==> src/verilog/rtd_control_map.vh <==
// register map, field positions and timing constants of the compensation and daylight shift control
`ifndef RTD_CONTROL_MAP_VH
`define RTD_CONTROL_MAP_VH

`define RTD_ADDR_INIT_TRIM 8'h0B
`define RTD_ADDR_TEMP_COEF 8'h0C
`define RTD_ADDR_COMP_CTRL 8'h0D
`define RTD_ADDR_STATUS 8'h0F
`define RTD_ADDR_FOUT_CTRL 8'h11
`define RTD_ADDR_FWD_MONTH 8'h15
`define RTD_ADDR_FWD_WDAY 8'h16
`define RTD_ADDR_FWD_DATE 8'h17
`define RTD_ADDR_FWD_HOUR 8'h18
`define RTD_ADDR_REV_MONTH 8'h19
`define RTD_ADDR_REV_WDAY 8'h1A
`define RTD_ADDR_REV_DATE 8'h1B
`define RTD_ADDR_REV_HOUR 8'h1C

`define RTD_COMP_ENABLE_BIT 7
`define RTD_COMP_BATT_HI 6
`define RTD_COMP_BATT_LO 5
`define RTD_COMP_TRIM_HI 4
`define RTD_COMP_TRIM_W 5
`define RTD_MONTH_ENABLE_BIT 7
`define RTD_MONTH_HI 4
`define RTD_WDAY_SELECT_BIT 6
`define RTD_WDAY_WEEK_HI 5
`define RTD_WDAY_WEEK_LO 3
`define RTD_WDAY_DAY_HI 2
`define RTD_WEEK_LAST 3'h7
`define RTD_STATUS_APPLIED_BIT 3
`define RTD_FOUT_ENABLE_BIT 3
`define RTD_FOUT_SHIFT_HI 2

`define RTD_COMP_PERIOD_S 60
`define RTD_SEC_TICK_S 1
`define RTD_COMP_PERIOD_TICKS (`RTD_COMP_PERIOD_S / `RTD_SEC_TICK_S)
`define RTD_CLK_HZ 50000000
`define RTD_FOUT_BASE_HZ 1
`define RTD_FOUT_HALF_CYCLES (`RTD_CLK_HZ / (2 * `RTD_FOUT_BASE_HZ))
`define RTD_DAYS_PER_WEEK 6'h07
`define RTD_FEB 4'h2
`define RTD_ZERO_BCD 8'h00
`define RTD_TEMP_REF 10'h064

`endif

==> src/verilog/rtd_control.v <==
// temperature compensation and automatic daylight shift control of the real time clock
// How it works
// at power-up the five factory trim bits are recalled into the low bits of the control register at 0Dh.
// bit 7 of the control register enables temperature sensing and periodic correction.
// with sensing enabled and main supply present a correction runs every 60 seconds.
// bits 6 and 5 select whether and how often correction runs on battery.
// software reads the control register and writes it back with the trim bits unchanged.
// each write of the control register with the enable set starts a correction, loading new trims if the temperature moved.
// software leaves the initial trim at 0Bh and the coefficient at 0Ch alone, except to recalibrate.
// at the programmed forward or reverse moment the time is moved ahead or back, every year.
// bit 7 of the forward month register at 15h enables the daylight shift beside the BCD month.
// the week/day registers at 16h and 1Ah hold week, weekday and the week/day versus date select.
// the shift hour registers at 18h and 1Ch and the months are plain BCD in 24-hour form.
// week code 7 means the last matching weekday of the month, for four or five week months.
// the applied bit is 1 after the forward shift and 0 after the reverse shift, power-up or disable.
// the open-drain frequency pin can drive a selectable square wave including 1 Hz.
// the applied bit is read-only and setting the time never sets it.
// week/day bit 6 selects week matching, bits 5:3 the week with 7 as last, bits 2:0 the day with 0 as Sunday.
// a date register is ignored while its week/day select bit is set.
`timescale 1ns/1ps
`default_nettype none
`include "rtd_control_map.vh"

module rtd_control #(
    parameter FOUT_HALF_CYCLES = `RTD_FOUT_HALF_CYCLES
) (
    input wire clk_i,
    input wire sys_rst_i,
    input wire ce_i,
    input wire [7:0] reg_addr_i,
    input wire [7:0] reg_wdata_i,
    input wire reg_wr_i,
    input wire reg_rd_i,
    output reg [7:0] reg_rdata_o,
    input wire [4:0] factory_comp_trim_i,
    input wire [7:0] factory_init_trim_i,
    input wire [7:0] factory_temp_coef_i,
    input wire vdd_present_i,
    input wire sec_tick_i,
    input wire [9:0] temp_i,
    input wire [7:0] year_i,
    input wire [7:0] month_i,
    input wire [7:0] date_i,
    input wire [2:0] week_day_i,
    input wire [7:0] hour_i,
    input wire [7:0] minute_i,
    input wire [7:0] second_i,
    output reg [5:0] analog_freq_trim_o,
    output reg [4:0] digital_freq_trim_o,
    output reg comp_cycle_o,
    output reg dst_forward_o,
    output reg dst_reverse_o,
    output reg daylight_shift_applied_o,
    output reg fout_o,
    output reg fout_oe_n_o
);

    reg [7:0] initial_freq_trim;
    reg [7:0] temp_coefficient_trim;
    reg [7:0] temp_comp_control;
    reg [7:0] fout_control;
    reg [7:0] dst_forward_month_enable;
    reg [7:0] dst_forward_week_day;
    reg [7:0] dst_forward_date;
    reg [7:0] dst_forward_hour;
    reg [7:0] dst_reverse_month;
    reg [7:0] dst_reverse_week_day;
    reg [7:0] dst_reverse_date;
    reg [7:0] dst_reverse_hour;
    reg recall_pending;
    reg vdd_meta;
    reg vdd_sync;
    reg [7:0] sec_count;
    reg [9:0] last_temp;
    reg comp_start;
    reg [31:0] fout_count;
    reg fout_wave;

    wire ctrl_write = reg_wr_i && (reg_addr_i == `RTD_ADDR_COMP_CTRL);
    wire temp_sense_enable = temp_comp_control[`RTD_COMP_ENABLE_BIT];
    wire [1:0] batt_mode = temp_comp_control[`RTD_COMP_BATT_HI:`RTD_COMP_BATT_LO];
    wire daylight_shift_enable = dst_forward_month_enable[`RTD_MONTH_ENABLE_BIT];

    // bcd byte to binary, tens digit limited to what the calendar uses
    function [6:0] bcd2bin;
        input [7:0] d;
        begin
            bcd2bin = ({3'h0, d[7:4]} << 3) + ({3'h0, d[7:4]} << 1) + {3'h0, d[3:0]};
        end
    endfunction

    // days in the current month, leap years every fourth year through 2099
    function [4:0] month_days;
        input [3:0] m;
        input [6:0] y;
        begin
            if (m == `RTD_FEB) begin
                month_days = (y[1:0] == 2'h0) ? 5'h1D : 5'h1C;
            end else if ((m == 4'h4) || (m == 4'h6) || (m == 4'h9) || (m == 4'hB)) begin
                month_days = 5'h1E;
            end else begin
                month_days = 5'h1F;
            end
        end
    endfunction

    // one moment match: month, then week/day or date, then hour at the top of the hour
    function moment_hit;
        input [7:0] mon_reg;
        input [7:0] wday_reg;
        input [7:0] date_reg;
        input [7:0] hour_reg;
        input [7:0] cur_month;
        input [7:0] cur_date;
        input [2:0] cur_wday;
        input [7:0] cur_hour;
        input [7:0] cur_year;
        reg [3:0] mb;
        reg [4:0] db;
        reg [4:0] dim;
        reg [2:0] wk;
        reg [5:0] lo;
        reg day_ok;
        reg [6:0] mon_bin;
        reg [6:0] date_bin;
        begin
            mon_bin = bcd2bin(cur_month);
            date_bin = bcd2bin(cur_date);
            mb = mon_bin[3:0];
            db = date_bin[4:0];
            dim = month_days(mb, bcd2bin(cur_year));
            wk = wday_reg[`RTD_WDAY_WEEK_HI:`RTD_WDAY_WEEK_LO];
            lo = 6'h00;
            day_ok = 1'b0;
            if (wday_reg[`RTD_WDAY_SELECT_BIT]) begin // see
                if (cur_wday == wday_reg[`RTD_WDAY_DAY_HI:0]) begin
                    if (wk == `RTD_WEEK_LAST) begin
                        day_ok = ({1'b0, db} + `RTD_DAYS_PER_WEEK) > {1'b0, dim};
                    end else if (wk != 3'h0) begin
                        lo = ({3'h0, wk} - 6'h01) * `RTD_DAYS_PER_WEEK;
                        day_ok = ({1'b0, db} > lo) && ({1'b0, db} <= lo + `RTD_DAYS_PER_WEEK);
                    end
                end
            end else begin
                day_ok = (cur_date == date_reg);
            end
            moment_hit = (cur_month[`RTD_MONTH_HI:0] == mon_reg[`RTD_MONTH_HI:0]) && day_ok &&
                         (cur_hour == hour_reg);
        end
    endfunction

    wire top_of_hour = sec_tick_i && (minute_i == `RTD_ZERO_BCD) && (second_i == `RTD_ZERO_BCD);
    wire fwd_hit = moment_hit(dst_forward_month_enable, dst_forward_week_day, dst_forward_date,
                              dst_forward_hour, month_i, date_i, week_day_i, hour_i, year_i);
    wire rev_hit = moment_hit(dst_reverse_month, dst_reverse_week_day, dst_reverse_date,
                              dst_reverse_hour, month_i, date_i, week_day_i, hour_i, year_i);
    // the applied flag gates each direction so the repeated hour after setting back cannot re-trigger
    wire do_forward = daylight_shift_enable && !daylight_shift_applied_o && top_of_hour && fwd_hit;
    wire do_reverse = daylight_shift_enable && daylight_shift_applied_o && top_of_hour && rev_hit;

    // battery codes stretch the interval: 01 one, 10 two, 11 three periods; 00 holds off on battery
    wire [7:0] period_mult = vdd_sync ? 8'h01 : {6'h00, batt_mode};
    wire periodic_run = temp_sense_enable && (period_mult != 8'h00);
    // the longest interval is three periods, which still fits the 8-bit second counter
    wire [31:0] period_prod = period_mult * `RTD_COMP_PERIOD_TICKS;
    wire [7:0] period_ticks = period_prod[7:0];

    wire signed [10:0] temp_delta = $signed({1'b0, temp_i}) - $signed({1'b0, `RTD_TEMP_REF});
    wire signed [19:0] temp_corr = temp_delta * $signed({1'b0, temp_coefficient_trim});
    wire [4:0] next_digital = temp_comp_control[`RTD_COMP_TRIM_HI:0] + temp_corr[12:8];

    wire [31:0] fout_half = FOUT_HALF_CYCLES >> fout_control[`RTD_FOUT_SHIFT_HI:0];

    always @(posedge clk_i) begin
        if (sys_rst_i) begin
            vdd_meta <= 1'b0;
            vdd_sync <= 1'b0;
        end else if (ce_i) begin
            vdd_meta <= vdd_present_i;
            vdd_sync <= vdd_meta;
        end
    end

    // register file and recall
    always @(posedge clk_i) begin
        if (sys_rst_i) begin
            recall_pending <= 1'b1;
            initial_freq_trim <= 8'h00;
            temp_coefficient_trim <= 8'h00;
            temp_comp_control <= 8'h00;
            fout_control <= 8'h00;
            dst_forward_month_enable <= 8'h00;
            dst_forward_week_day <= 8'h00;
            dst_forward_date <= 8'h00;
            dst_forward_hour <= 8'h00;
            dst_reverse_month <= 8'h00;
            dst_reverse_week_day <= 8'h00;
            dst_reverse_date <= 8'h00;
            dst_reverse_hour <= 8'h00;
            reg_rdata_o <= 8'h00;
        end else if (ce_i) begin
            if (recall_pending) begin
                recall_pending <= 1'b0;
                initial_freq_trim <= factory_init_trim_i;
                temp_coefficient_trim <= factory_temp_coef_i;
                temp_comp_control <= {3'h0, factory_comp_trim_i};
            end else if (reg_wr_i) begin
                if (reg_addr_i == `RTD_ADDR_INIT_TRIM) begin
                    initial_freq_trim <= reg_wdata_i;
                end else if (reg_addr_i == `RTD_ADDR_TEMP_COEF) begin
                    temp_coefficient_trim <= reg_wdata_i;
                end else if (reg_addr_i == `RTD_ADDR_COMP_CTRL) begin
                    temp_comp_control <= reg_wdata_i;
                end else if (reg_addr_i == `RTD_ADDR_FOUT_CTRL) begin
                    fout_control <= {4'h0, reg_wdata_i[3:0]};
                end else if (reg_addr_i == `RTD_ADDR_FWD_MONTH) begin
                    dst_forward_month_enable <= reg_wdata_i;
                end else if (reg_addr_i == `RTD_ADDR_FWD_WDAY) begin
                    dst_forward_week_day <= reg_wdata_i;
                end else if (reg_addr_i == `RTD_ADDR_FWD_DATE) begin
                    dst_forward_date <= reg_wdata_i;
                end else if (reg_addr_i == `RTD_ADDR_FWD_HOUR) begin
                    dst_forward_hour <= reg_wdata_i;
                end else if (reg_addr_i == `RTD_ADDR_REV_MONTH) begin
                    dst_reverse_month <= reg_wdata_i;
                end else if (reg_addr_i == `RTD_ADDR_REV_WDAY) begin
                    dst_reverse_week_day <= reg_wdata_i;
                end else if (reg_addr_i == `RTD_ADDR_REV_DATE) begin
                    dst_reverse_date <= reg_wdata_i;
                end else if (reg_addr_i == `RTD_ADDR_REV_HOUR) begin
                    dst_reverse_hour <= reg_wdata_i;
                end
            end
            if (reg_rd_i) begin
                if (reg_addr_i == `RTD_ADDR_INIT_TRIM) begin
                    reg_rdata_o <= initial_freq_trim;
                end else if (reg_addr_i == `RTD_ADDR_TEMP_COEF) begin
                    reg_rdata_o <= temp_coefficient_trim;
                end else if (reg_addr_i == `RTD_ADDR_COMP_CTRL) begin
                    reg_rdata_o <= temp_comp_control;
                end else if (reg_addr_i == `RTD_ADDR_STATUS) begin
                    reg_rdata_o <= {7'h00, daylight_shift_applied_o} << `RTD_STATUS_APPLIED_BIT;
                end else if (reg_addr_i == `RTD_ADDR_FOUT_CTRL) begin
                    reg_rdata_o <= fout_control;
                end else if (reg_addr_i == `RTD_ADDR_FWD_MONTH) begin
                    reg_rdata_o <= dst_forward_month_enable;
                end else if (reg_addr_i == `RTD_ADDR_FWD_WDAY) begin
                    reg_rdata_o <= dst_forward_week_day;
                end else if (reg_addr_i == `RTD_ADDR_FWD_DATE) begin
                    reg_rdata_o <= dst_forward_date;
                end else if (reg_addr_i == `RTD_ADDR_FWD_HOUR) begin
                    reg_rdata_o <= dst_forward_hour;
                end else if (reg_addr_i == `RTD_ADDR_REV_MONTH) begin
                    reg_rdata_o <= dst_reverse_month;
                end else if (reg_addr_i == `RTD_ADDR_REV_WDAY) begin
                    reg_rdata_o <= dst_reverse_week_day;
                end else if (reg_addr_i == `RTD_ADDR_REV_DATE) begin
                    reg_rdata_o <= dst_reverse_date;
                end else if (reg_addr_i == `RTD_ADDR_REV_HOUR) begin
                    reg_rdata_o <= dst_reverse_hour;
                end else begin
                    reg_rdata_o <= 8'h00;
                end
            end
        end
    end

    // compensation scheduling and trim update
    always @(posedge clk_i) begin
        if (sys_rst_i) begin
            sec_count <= 8'h00;
            comp_start <= 1'b0;
            comp_cycle_o <= 1'b0;
            last_temp <= 10'h000;
            analog_freq_trim_o <= 6'h00;
            digital_freq_trim_o <= 5'h00;
        end else if (ce_i) begin
            comp_start <= 1'b0;
            if (ctrl_write && reg_wdata_i[`RTD_COMP_ENABLE_BIT]) begin
                comp_start <= 1'b1;
                sec_count <= 8'h00;
            end else if (!periodic_run) begin
                sec_count <= 8'h00; // see
            end else if (sec_tick_i) begin
                if (sec_count + 8'h01 >= period_ticks) begin
                    sec_count <= 8'h00;
                    comp_start <= 1'b1;
                end else begin
                    sec_count <= sec_count + 8'h01;
                end
            end
            comp_cycle_o <= comp_start;
            // the write lands on the same edge that sets comp_start, so the new trim bits are used here
            if (comp_start && (temp_i != last_temp)) begin
                last_temp <= temp_i;
                analog_freq_trim_o <= initial_freq_trim[5:0];
                digital_freq_trim_o <= next_digital;
            end
        end
    end

    // daylight shift requests and the applied flag
    always @(posedge clk_i) begin
        if (sys_rst_i) begin
            dst_forward_o <= 1'b0;
            dst_reverse_o <= 1'b0;
            daylight_shift_applied_o <= 1'b0;
        end else if (ce_i) begin
            dst_forward_o <= do_forward;
            dst_reverse_o <= do_reverse;
            if (!daylight_shift_enable) begin
                daylight_shift_applied_o <= 1'b0;
            end else if (do_forward) begin
                daylight_shift_applied_o <= 1'b1;
            end else if (do_reverse) begin
                daylight_shift_applied_o <= 1'b0;
            end
        end
    end

    // square wave on the open-drain pin: low half drives, high half releases to the pull-up
    always @(posedge clk_i) begin
        if (sys_rst_i) begin
            fout_count <= 32'h00000000;
            fout_wave <= 1'b1;
            fout_o <= 1'b0;
            fout_oe_n_o <= 1'b1;
        end else if (ce_i) begin
            fout_o <= 1'b0;
            if (!fout_control[`RTD_FOUT_ENABLE_BIT]) begin
                fout_count <= 32'h00000000;
                fout_wave <= 1'b1;
            end else if (fout_count + 32'h00000001 >= fout_half) begin
                fout_count <= 32'h00000000;
                fout_wave <= !fout_wave;
            end else begin
                fout_count <= fout_count + 32'h00000001;
            end
            fout_oe_n_o <= !(fout_control[`RTD_FOUT_ENABLE_BIT] && !fout_wave);
        end
    end

endmodule // rtd_control
`default_nettype wire

==> config.mk <==
export PLATFORM = sky130hd
export DESIGN_NAME = rtd_control
export DESIGN_NICKNAME = d
export VERILOG_FILES = /design/src/verilog/rtd_control.v
export VERILOG_INCLUDE_DIRS = /design/src /design/src/verilog
export SDC_FILE = /design/constraint.sdc
export NUM_CORES = 1
export LEC_CHECK = 0
export ABC_CLOCK_PERIOD_IN_PS = 7100
export BUFFER_PORTS_ARGS = -buffer_cell sky130_fd_sc_hd__buf_4
export CAP_MARGIN = 40
export CORE_MARGIN = 2
export CORE_UTILIZATION = 45
export CTS_CLUSTER_SIZE = 16
export DETAILED_ROUTE_END_ITERATION = 12
export PLACE_DENSITY_LB_ADDON = 0.2
export SKIP_CTS_REPAIR_TIMING = 1
export SLEW_MARGIN = 20
export SYNTH_ARGS = -nofsm -noshare
export SYNTH_HDL_FRONTEND = slang
export SYNTH_SLANG_ARGS = --single-unit
==> constraint.sdc <==
create_clock -name clk_i -period 7.1 [get_ports clk_i]
set_clock_uncertainty 0.2 [all_clocks]
set_input_delay 0 -clock clk_i [delete_from_list [all_inputs] [get_ports clk_i]]
set_output_delay 0 -clock clk_i [all_outputs]
set_load 0.1 [all_outputs]
==> results of run 1 <==
==> layout make-up <==
| class | count | area, um2 | share of cell area [%] |
|---|---|---|---|
| Clock buffer | 17 | 425.4 | 2.701 |
| Clock inverter | 14 | 145.1 | 0.9216 |
| Inverter | 106 | 397.9 | 2.526 |
| Multi-Input combinational cell | 1201 | 9190 | 58.35 |
| Sequential cell | 171 | 3423 | 21.74 |
| Tap cell | 390 | 488.0 | 3.098 |
| Timing Repair Buffer | 201 | 1679 | 10.66 |
==> cell families after synthesis <==
kind of cell	after synthesis
xor+xnor	136
mux	111
simple gates	547
compound gates	246
buf+inv	184
flops	171
fa+ha+maj	160
other cells	1
==> metrics by stage <==
step,std cells,setup WS [ns],hold slack [ns]
floorplan,1556,0.5644,-0.05284
detailed placement,2006,0.1881,0.05831
global placement,2001,0.3198,0.03997
CTS,2037,0.4844,-0.4070
global route,2100,0.03386,0.007085
finish,2100,0.3644,-0.03875
==> per-layer routing <==
layer,vias up,wire length [um],share of wire (%)
met5,-,0,0
met4,0,1262,3.3
met3,66,1677,4.4
met2,323,18590,49
met1,5474,16590,44
li1,5625,-,-
==> cells in the mapped netlist, drive strengths merged (7+ instances only) <==
cell type / number / area (um2)
nor3: 27 / 167.7
a22oi: 7 / 52.55
nand4: 28 / 187.7
nand2: 119 / 456.7
xor2: 46 / 402.9
mux2i: 106 / 1061
a211oi: 28 / 215.2
ha: 112 / 1401
and3: 8 / 50.05
nand3: 22 / 110.1
nor2b: 30 / 195.2
or2: 9 / 56.30
and2: 37 / 231.5
clkbuf: 58 / 217.7
nor4: 16 / 142.6
nand2b: 36 / 227.7
buf: 20 / 123.9
nor2: 184 / 698.2
a21oi: 72 / 360.4
o21ai: 45 / 225.2
a21o: 20 / 150.1
o22ai: 10 / 62.56
xnor2: 87 / 769.5
dfxtp: 171 / 3423
fa: 48 / 960.9
o21a: 11 / 82.58
inv: 105 / 394.1
==> state kept, by name (all words and copies together), names as in the netlist, 4 cells and up <==
register / flops
reg_rdata_o: 8
dst_forward_month_enable: 8
temp_coefficient_trim: 8
dst_reverse_month: 8
analog_freq_trim_o: 6
sec_count: 8
fout_count: 32
initial_freq_trim: 8
dst_reverse_hour: 8
dst_forward_date: 8
dst_reverse_week_day: 8
last_temp: 10
dst_reverse_date: 8
dst_forward_hour: 8
dst_forward_week_day: 8
digital_freq_trim_o: 5
temp_comp_control: 8
fout_control: 4
==> layout by cell type (no fill, tap or decap), types with 11 or more instances in the layout <==
| cell | instances |
|---|---|
| dlygate4sd3_1 | 62 |
| inv_1 | 104 |
| a211oi_1 | 27 |
| nand2b_1 | 35 |
| clkbuf_16 | 17 |
| mux2i_1 | 106 |
| ha_1 | 112 |
| o21ai_0 | 42 |
| a21oi_1 | 71 |
| nand3_1 | 22 |
| nor2b_1 | 29 |
| dfxtp_1 | 171 |
| nand4_1 | 26 |
| and2_1 | 37 |
| xnor2_1 | 86 |
| o21a_1 | 11 |
| buf_4 | 136 |
| nor3_1 | 23 |
| fa_1 | 48 |
| nor2_1 | 180 |
| a21o_1 | 20 |
| nor4_1 | 12 |
| nand2_1 | 117 |
| xor2_1 | 46 |
==> power by group through the flow <==
stage                     Sequential [uW]  Combinational, uW  Clock [uW]
after detailed placement             1030                707           0
after floorplan                      1050                455           0
final                                1000                732         931
after global placement               1030                686           0
after CTS                            1000                711         940
after global routing                 1010                807         979
==> worst max-delay path: stages <==
cell and delay (ns):
dlygate4sd3_1 0.53, buf_4 0.16, inv_1 0.08, xnor2_1 0.43, nand2_1 0.14, fa_1 0.50
inv_1 0.05, fa_1 0.50, inv_1 0.05, fa_1 0.47, fa_1 0.55, inv_1 0.04
ha_1 0.22, or3_1 0.35, o221a_2 0.26, o21a_1 0.22, o21a_1 0.19, nor2_1 0.11
ha_1 0.27, a21o_1 0.19, a21oi_1 0.24, xor2_1 0.19, xnor3_1 0.24, xnor3_1 0.39
xnor2_1 0.19, xnor2_1 0.11, a211oi_2 0.21
==> worst min-delay path by stage <==
stage                  start              to  slack, ns  cells past startpoint
3_5_place_dp   vdd_present_i        vdd_meta       0.06                      3
6_report       reg_addr_i[7]  reg_rdata_o[6]      -0.04                      5
5_1_grt        reg_addr_i[4]  reg_rdata_o[5]      0.007                      5
2_1_floorplan  vdd_present_i        vdd_meta      -0.05                      2
3_3_place_gp   vdd_present_i        vdd_meta       0.04                      3
4_1_cts        vdd_present_i        vdd_meta      -0.41                      3
==> results.ini, run 1 <==
[power_and_ir_drop]
total_power_uw = 2666
p_clk_share_pct = 34.9
switching_share_pct = 33.91
leakage_uw = 0.006892
pwr-share-comb_pct = 27.4
vdd_drop_max_mv = 0.1745
switchingPower_uw = 904.2
p_per_area_mw_per_mm2 = 169.3
power_frac_seq_pct = 37.6
cell_internal_pwr_uw = 1762

[worst_setup_path]
rrSetupSlack_ns = 0.53
critPathLaunch = temp_i[7]
crit_path_end_kind = flop
rr_worst_depth = 23
rr_startpoint = temp_coefficient_trim[5]
crit_arrival_ns = 6.89
path_class = in -> reg
crit_path_start_kind = primary input
worst_ep_required_time_ns = 7.26
crit_fanout = 8
endpoint = digital_freq_trim_o[4]
r2r-end = digital_freq_trim_o[4]

[grt]
grt_max_degree = 77
met1_usage_pct = 31.17
top_usage_layer = met2
use_met2_pct = 41.03
track_usage_pct = 24.17
gr-total-overflow = 0
grt_pass1_wl_um = 58780
antenna_found_initial = 0
grt_pass1_vias = 10855
use_met3_pct = 3.381

[cts]
numCtsBuffers = 17
cts_root_buffer = clkbuf_16
cts_tree = yes
cts_sinks = 171
clk_path_buf_depth = 2
clk_pin_slew_worst_paths_ns = 0.07
h-tree-depth = 4
clk_latency_ns = 0.44

[floorplan]
std_cell_rows = 63
die_x_um = 176.2
start_util_pct = 45.39
pin_count = 130
core_area_mm2 = 0.02940
die_area_mm2 = 0.03105
die_h_um = 176.2

[routing]
wl_per_cell_um = 18.15
first_pass_iters = 5
finalWirelength_um = 38110
drc_errors = 0
num_vias = 11488
routed_via_density = 5.470
final_antenna_net_count = 0
drt_iter0_markers = 655

[finish]
drive_above_1_share_pct = 12.51
utilization_pct = 53.56
final_area_mm2 = 0.01575
nets = 1963
nFillCells = 2773
antenna_cells = 0
syn2layout_area_growth_pct = 18.00

[timing]
max_freq_ghz = 0.1485
maxSlewHeadroom_pct = 45.17
setup_violations = 0
worst_pin_slew_ns = 0.8225
timing.hold.ws_ns = -0.03875
min_period_ns = 6.736
tns_ns = 0
hold_violations = 2
rsz0062_at_grt = false
post-route-period-util_pct = 94.87
slew_viol_final = 0

[flow_run]
cap_violations = 0

[status]
violations = hold timing
outcome = finished with violations

[synthesis]
syn-cell-area_mm2 = 0.01335
synth_flop_cell = dfxtp_1
ys_types = 86
synthAdderAreaFrac_pct = 17.70
synth-seq-cells = 171
syn_area_per_cell_um2 = 8.577
synth_fp_nets = 1821
synth-edff-count = 0
synth_cells = 1556
synth_compound_area_share_pct = 12.11
synth_top_family_by_area = simple AND/OR/NAND/NOR gates
muxShareOfSynthArea_pct = 8.793
synth_xor_area_share_pct = 9.300
async_flop_share_pct = 0
synthSimpleGateAreaFrac_pct = 20.88
synth.yosys.seq_area_share_pct = 25.65
ys.warnings.count = 0

[placed_design]
portBuffers = 122
hpwl_um = 28790
post_dp_cell_area_mm2 = 0.01455
gp_congestion = 0.9746

[hold_path]
worst_hold_path_type = in -> reg

Power figures use the tool's default switching activity.
==> run 2, diff against run 1 <==
Settings changed: CORE_ASPECT_RATIO set to 1.4.
==> results.ini, run 2 (synthesis gave the netlist of run 1 again) <==
[floorplan]
die_h_um = 207.8  ; +18%
core_area_mm2 = 0.02917  ; -0.80%
pin_count = 130  ; unchanged
die_x_um = 149.6  ; -15%
std_cell_rows = 74  ; +17%
die_area_mm2 = 0.03107  ; about the same
start_util_pct = 45.76  ; +0.37 points

[timing]
max_freq_ghz = 0.1533  ; +3.2%
maxSlewHeadroom_pct = 42.85  ; -2.3 points
tns_ns = 0  ; unchanged
timing.hold.ws_ns = -0.03138  ; +0.007377 ns
worst_pin_slew_ns = 0.8507  ; +0.02827 ns
hold_violations = 1  ; -1
slew_viol_final = 0  ; unchanged
setup_violations = 0  ; unchanged
min_period_ns = 6.524  ; -0.2115 ns
rsz0062_at_grt = false
post-route-period-util_pct = 91.89  ; -3.0 points

[routing]
routed_via_density = 5.443  ; -0.50%
final_antenna_net_count = 0  ; unchanged
num_vias = 11387  ; -0.88%
drt_iter0_markers = 695  ; +6.1%
first_pass_iters = 5  ; unchanged
drc_errors = 0  ; unchanged
wl_per_cell_um = 18.41  ; +1.4%
finalWirelength_um = 38510  ; +1.0%

[worst_setup_path]
crit_path_start_kind = primary input
crit_fanout = 8  ; unchanged
cpPeakStageDelay_ns = 0.54  ; about the same
critPathSlowestCell = fa_1
crit_path_end_kind = flop
worst-path-buf-inv = 6  ; unchanged
crit_arrival_ns = 6.69  ; -0.20 ns
crit_family = adder cells
worst_ep_required_time_ns = 7.26  ; about the same
path_class = in -> reg

[grt]
track_usage_pct = 24.54  ; +0.37 points
grt_max_degree = 61  ; -21%
grt_pass1_vias = 11019  ; +1.5%
antenna_found_initial = 0  ; unchanged
grt_pass1_wl_um = 59250  ; +0.80%
gr-total-overflow = 0  ; unchanged

[power_and_ir_drop]
total_power_uw = 2640  ; -0.99%
p_per_area_mw_per_mm2 = 167.7  ; -0.92%
leakage_uw = 0.006889  ; about the same
vdd_drop_max_mv = 0.1217  ; -30%

[cts]
cts_sinks = 171  ; unchanged
clk_path_buf_depth = 2  ; unchanged
numCtsBuffers = 17  ; unchanged
h-tree-depth = 4  ; unchanged
cts_root_buffer = clkbuf_16
cts_tree = yes
clk_pin_slew_worst_paths_ns = 0.07  ; about the same
clk_latency_ns = 0.44  ; about the same

[finish]
syn2layout_area_growth_pct = 17.92  ; about the same
final_area_mm2 = 0.01574  ; about the same
drive_above_1_share_pct = 12.68  ; +0.16 points
top_register = fout_count
nFillCells = 2746  ; -0.97%
utilization_pct = 53.96  ; +0.40 points
layout_commonest_cell = nor2_1
final_cell_mix = 180 x nor2_1, 171 x dfxtp_1, 139 x buf_4, 117 x nand2_1, 112 x ha_1
reg.largest.list = fout_count (32), last_temp (10)
largest_reg_flops = 32  ; unchanged
nets = 1965  ; +0.10%
antenna_cells = 0  ; unchanged

[placed_design]
portBuffers = 122  ; unchanged
hpwl_um = 29640  ; +3.0%
post_dp_cell_area_mm2 = 0.01456  ; about the same
gp_congestion = 0.9320  ; -4.4%

[status]
outcome = finished with violations
violations = hold timing

[hold_path]
worst_hold_path_type = in -> reg

[flow_run]
cap_violations = 0  ; unchanged

-- run 2: cell types whose count changed in the layout (fill, tap and decap cells not counted) --
cell and delta:
inv_6 +1, bufinv_16 +1, clkinvlp_4 +2, buf_1 +1
clkbuf_8 +2, clkinv_4 -2, clkinv_2 +3, inv_8 -6
clkinv_8 -1, buf_4 +3, dlygate4sd3_1 -2
-- run 2: metal layers --
layer / vias up / share of wire, % / GRT usage, % / wire length (um)
met1: 5419 / 41 / 28.60 / 15620
met4: 0 / 4.6 / 11.95 / 1771
met2: 256 / 51 / 43.55 / 19820
met3: 89 / 3.4 / 3.407 / 1297
li1: 5623 / - / - / -
met5: - / 0 / 0 / 0
-- run 2: through the flow --
stage                     instances  hold slack, ns  setup slack [ns]
after global placement         1994         0.03969            0.3097
final                          2092        -0.03138            0.5759
after detailed placement       1999         0.04797            0.2934
after floorplan                1556        -0.05284            0.5644
after CTS                      2030         -0.4092            0.6110
after global routing           2092         0.02801           0.08477
-- run 2: final cells by class --
type | count | area (um2) | area share, %
Inverter | 106 | 397.9 | 2.528
Sequential cell | 171 | 3423 | 21.75
Clock inverter | 12 | 112.6 | 0.7155
Tap cell | 380 | 475.5 | 3.021
Timing Repair Buffer | 203 | 1685 | 10.71
Multi-Input combinational cell | 1201 | 9190 | 58.40
Clock buffer | 19 | 452.9 | 2.878
-- run 2: final timing paths --
kind	from	end	slack, ns	cells after the start
setup / recovery	temp_i[7]	digital_freq_trim_o[4]	0.58	27
hold / removal	reg_addr_i[7]	reg_rdata_o[6]	-0.03	5
setup reg to reg	temp_coefficient_trim[5]	digital_freq_trim_o[4]	0.63	23
hold reg to reg	fout_count[13]	fout_count[13]	0.24	2
-- run 2: worst reg2reg max path, cell delays in order, from the launching register on --
cell and delay (ns):
dfxtp_1 0.69, inv_1 0.25, nor2_1 0.20, fa_1 0.42, ha_1 0.29, inv_1 0.05, fa_1 0.50, fa_1 0.54
inv_1 0.04, ha_1 0.21, or3_1 0.33, o221a_2 0.26, o21a_1 0.21, o21a_1 0.19, nor2_1 0.10, ha_1 0.26
a21o_1 0.18, a21oi_1 0.19, xor2_1 0.19, xnor3_1 0.24, xnor3_1 0.37, xnor2_1 0.14, xnor2_1 0.14, a211oi_2 0.20
-- run 2: where the power goes --
part,internal (uW),total [uW],switching (uW)
clock,504,916,413
combinational,313,723,409
sequential,978,1000,23.2
total,1790,2640,845
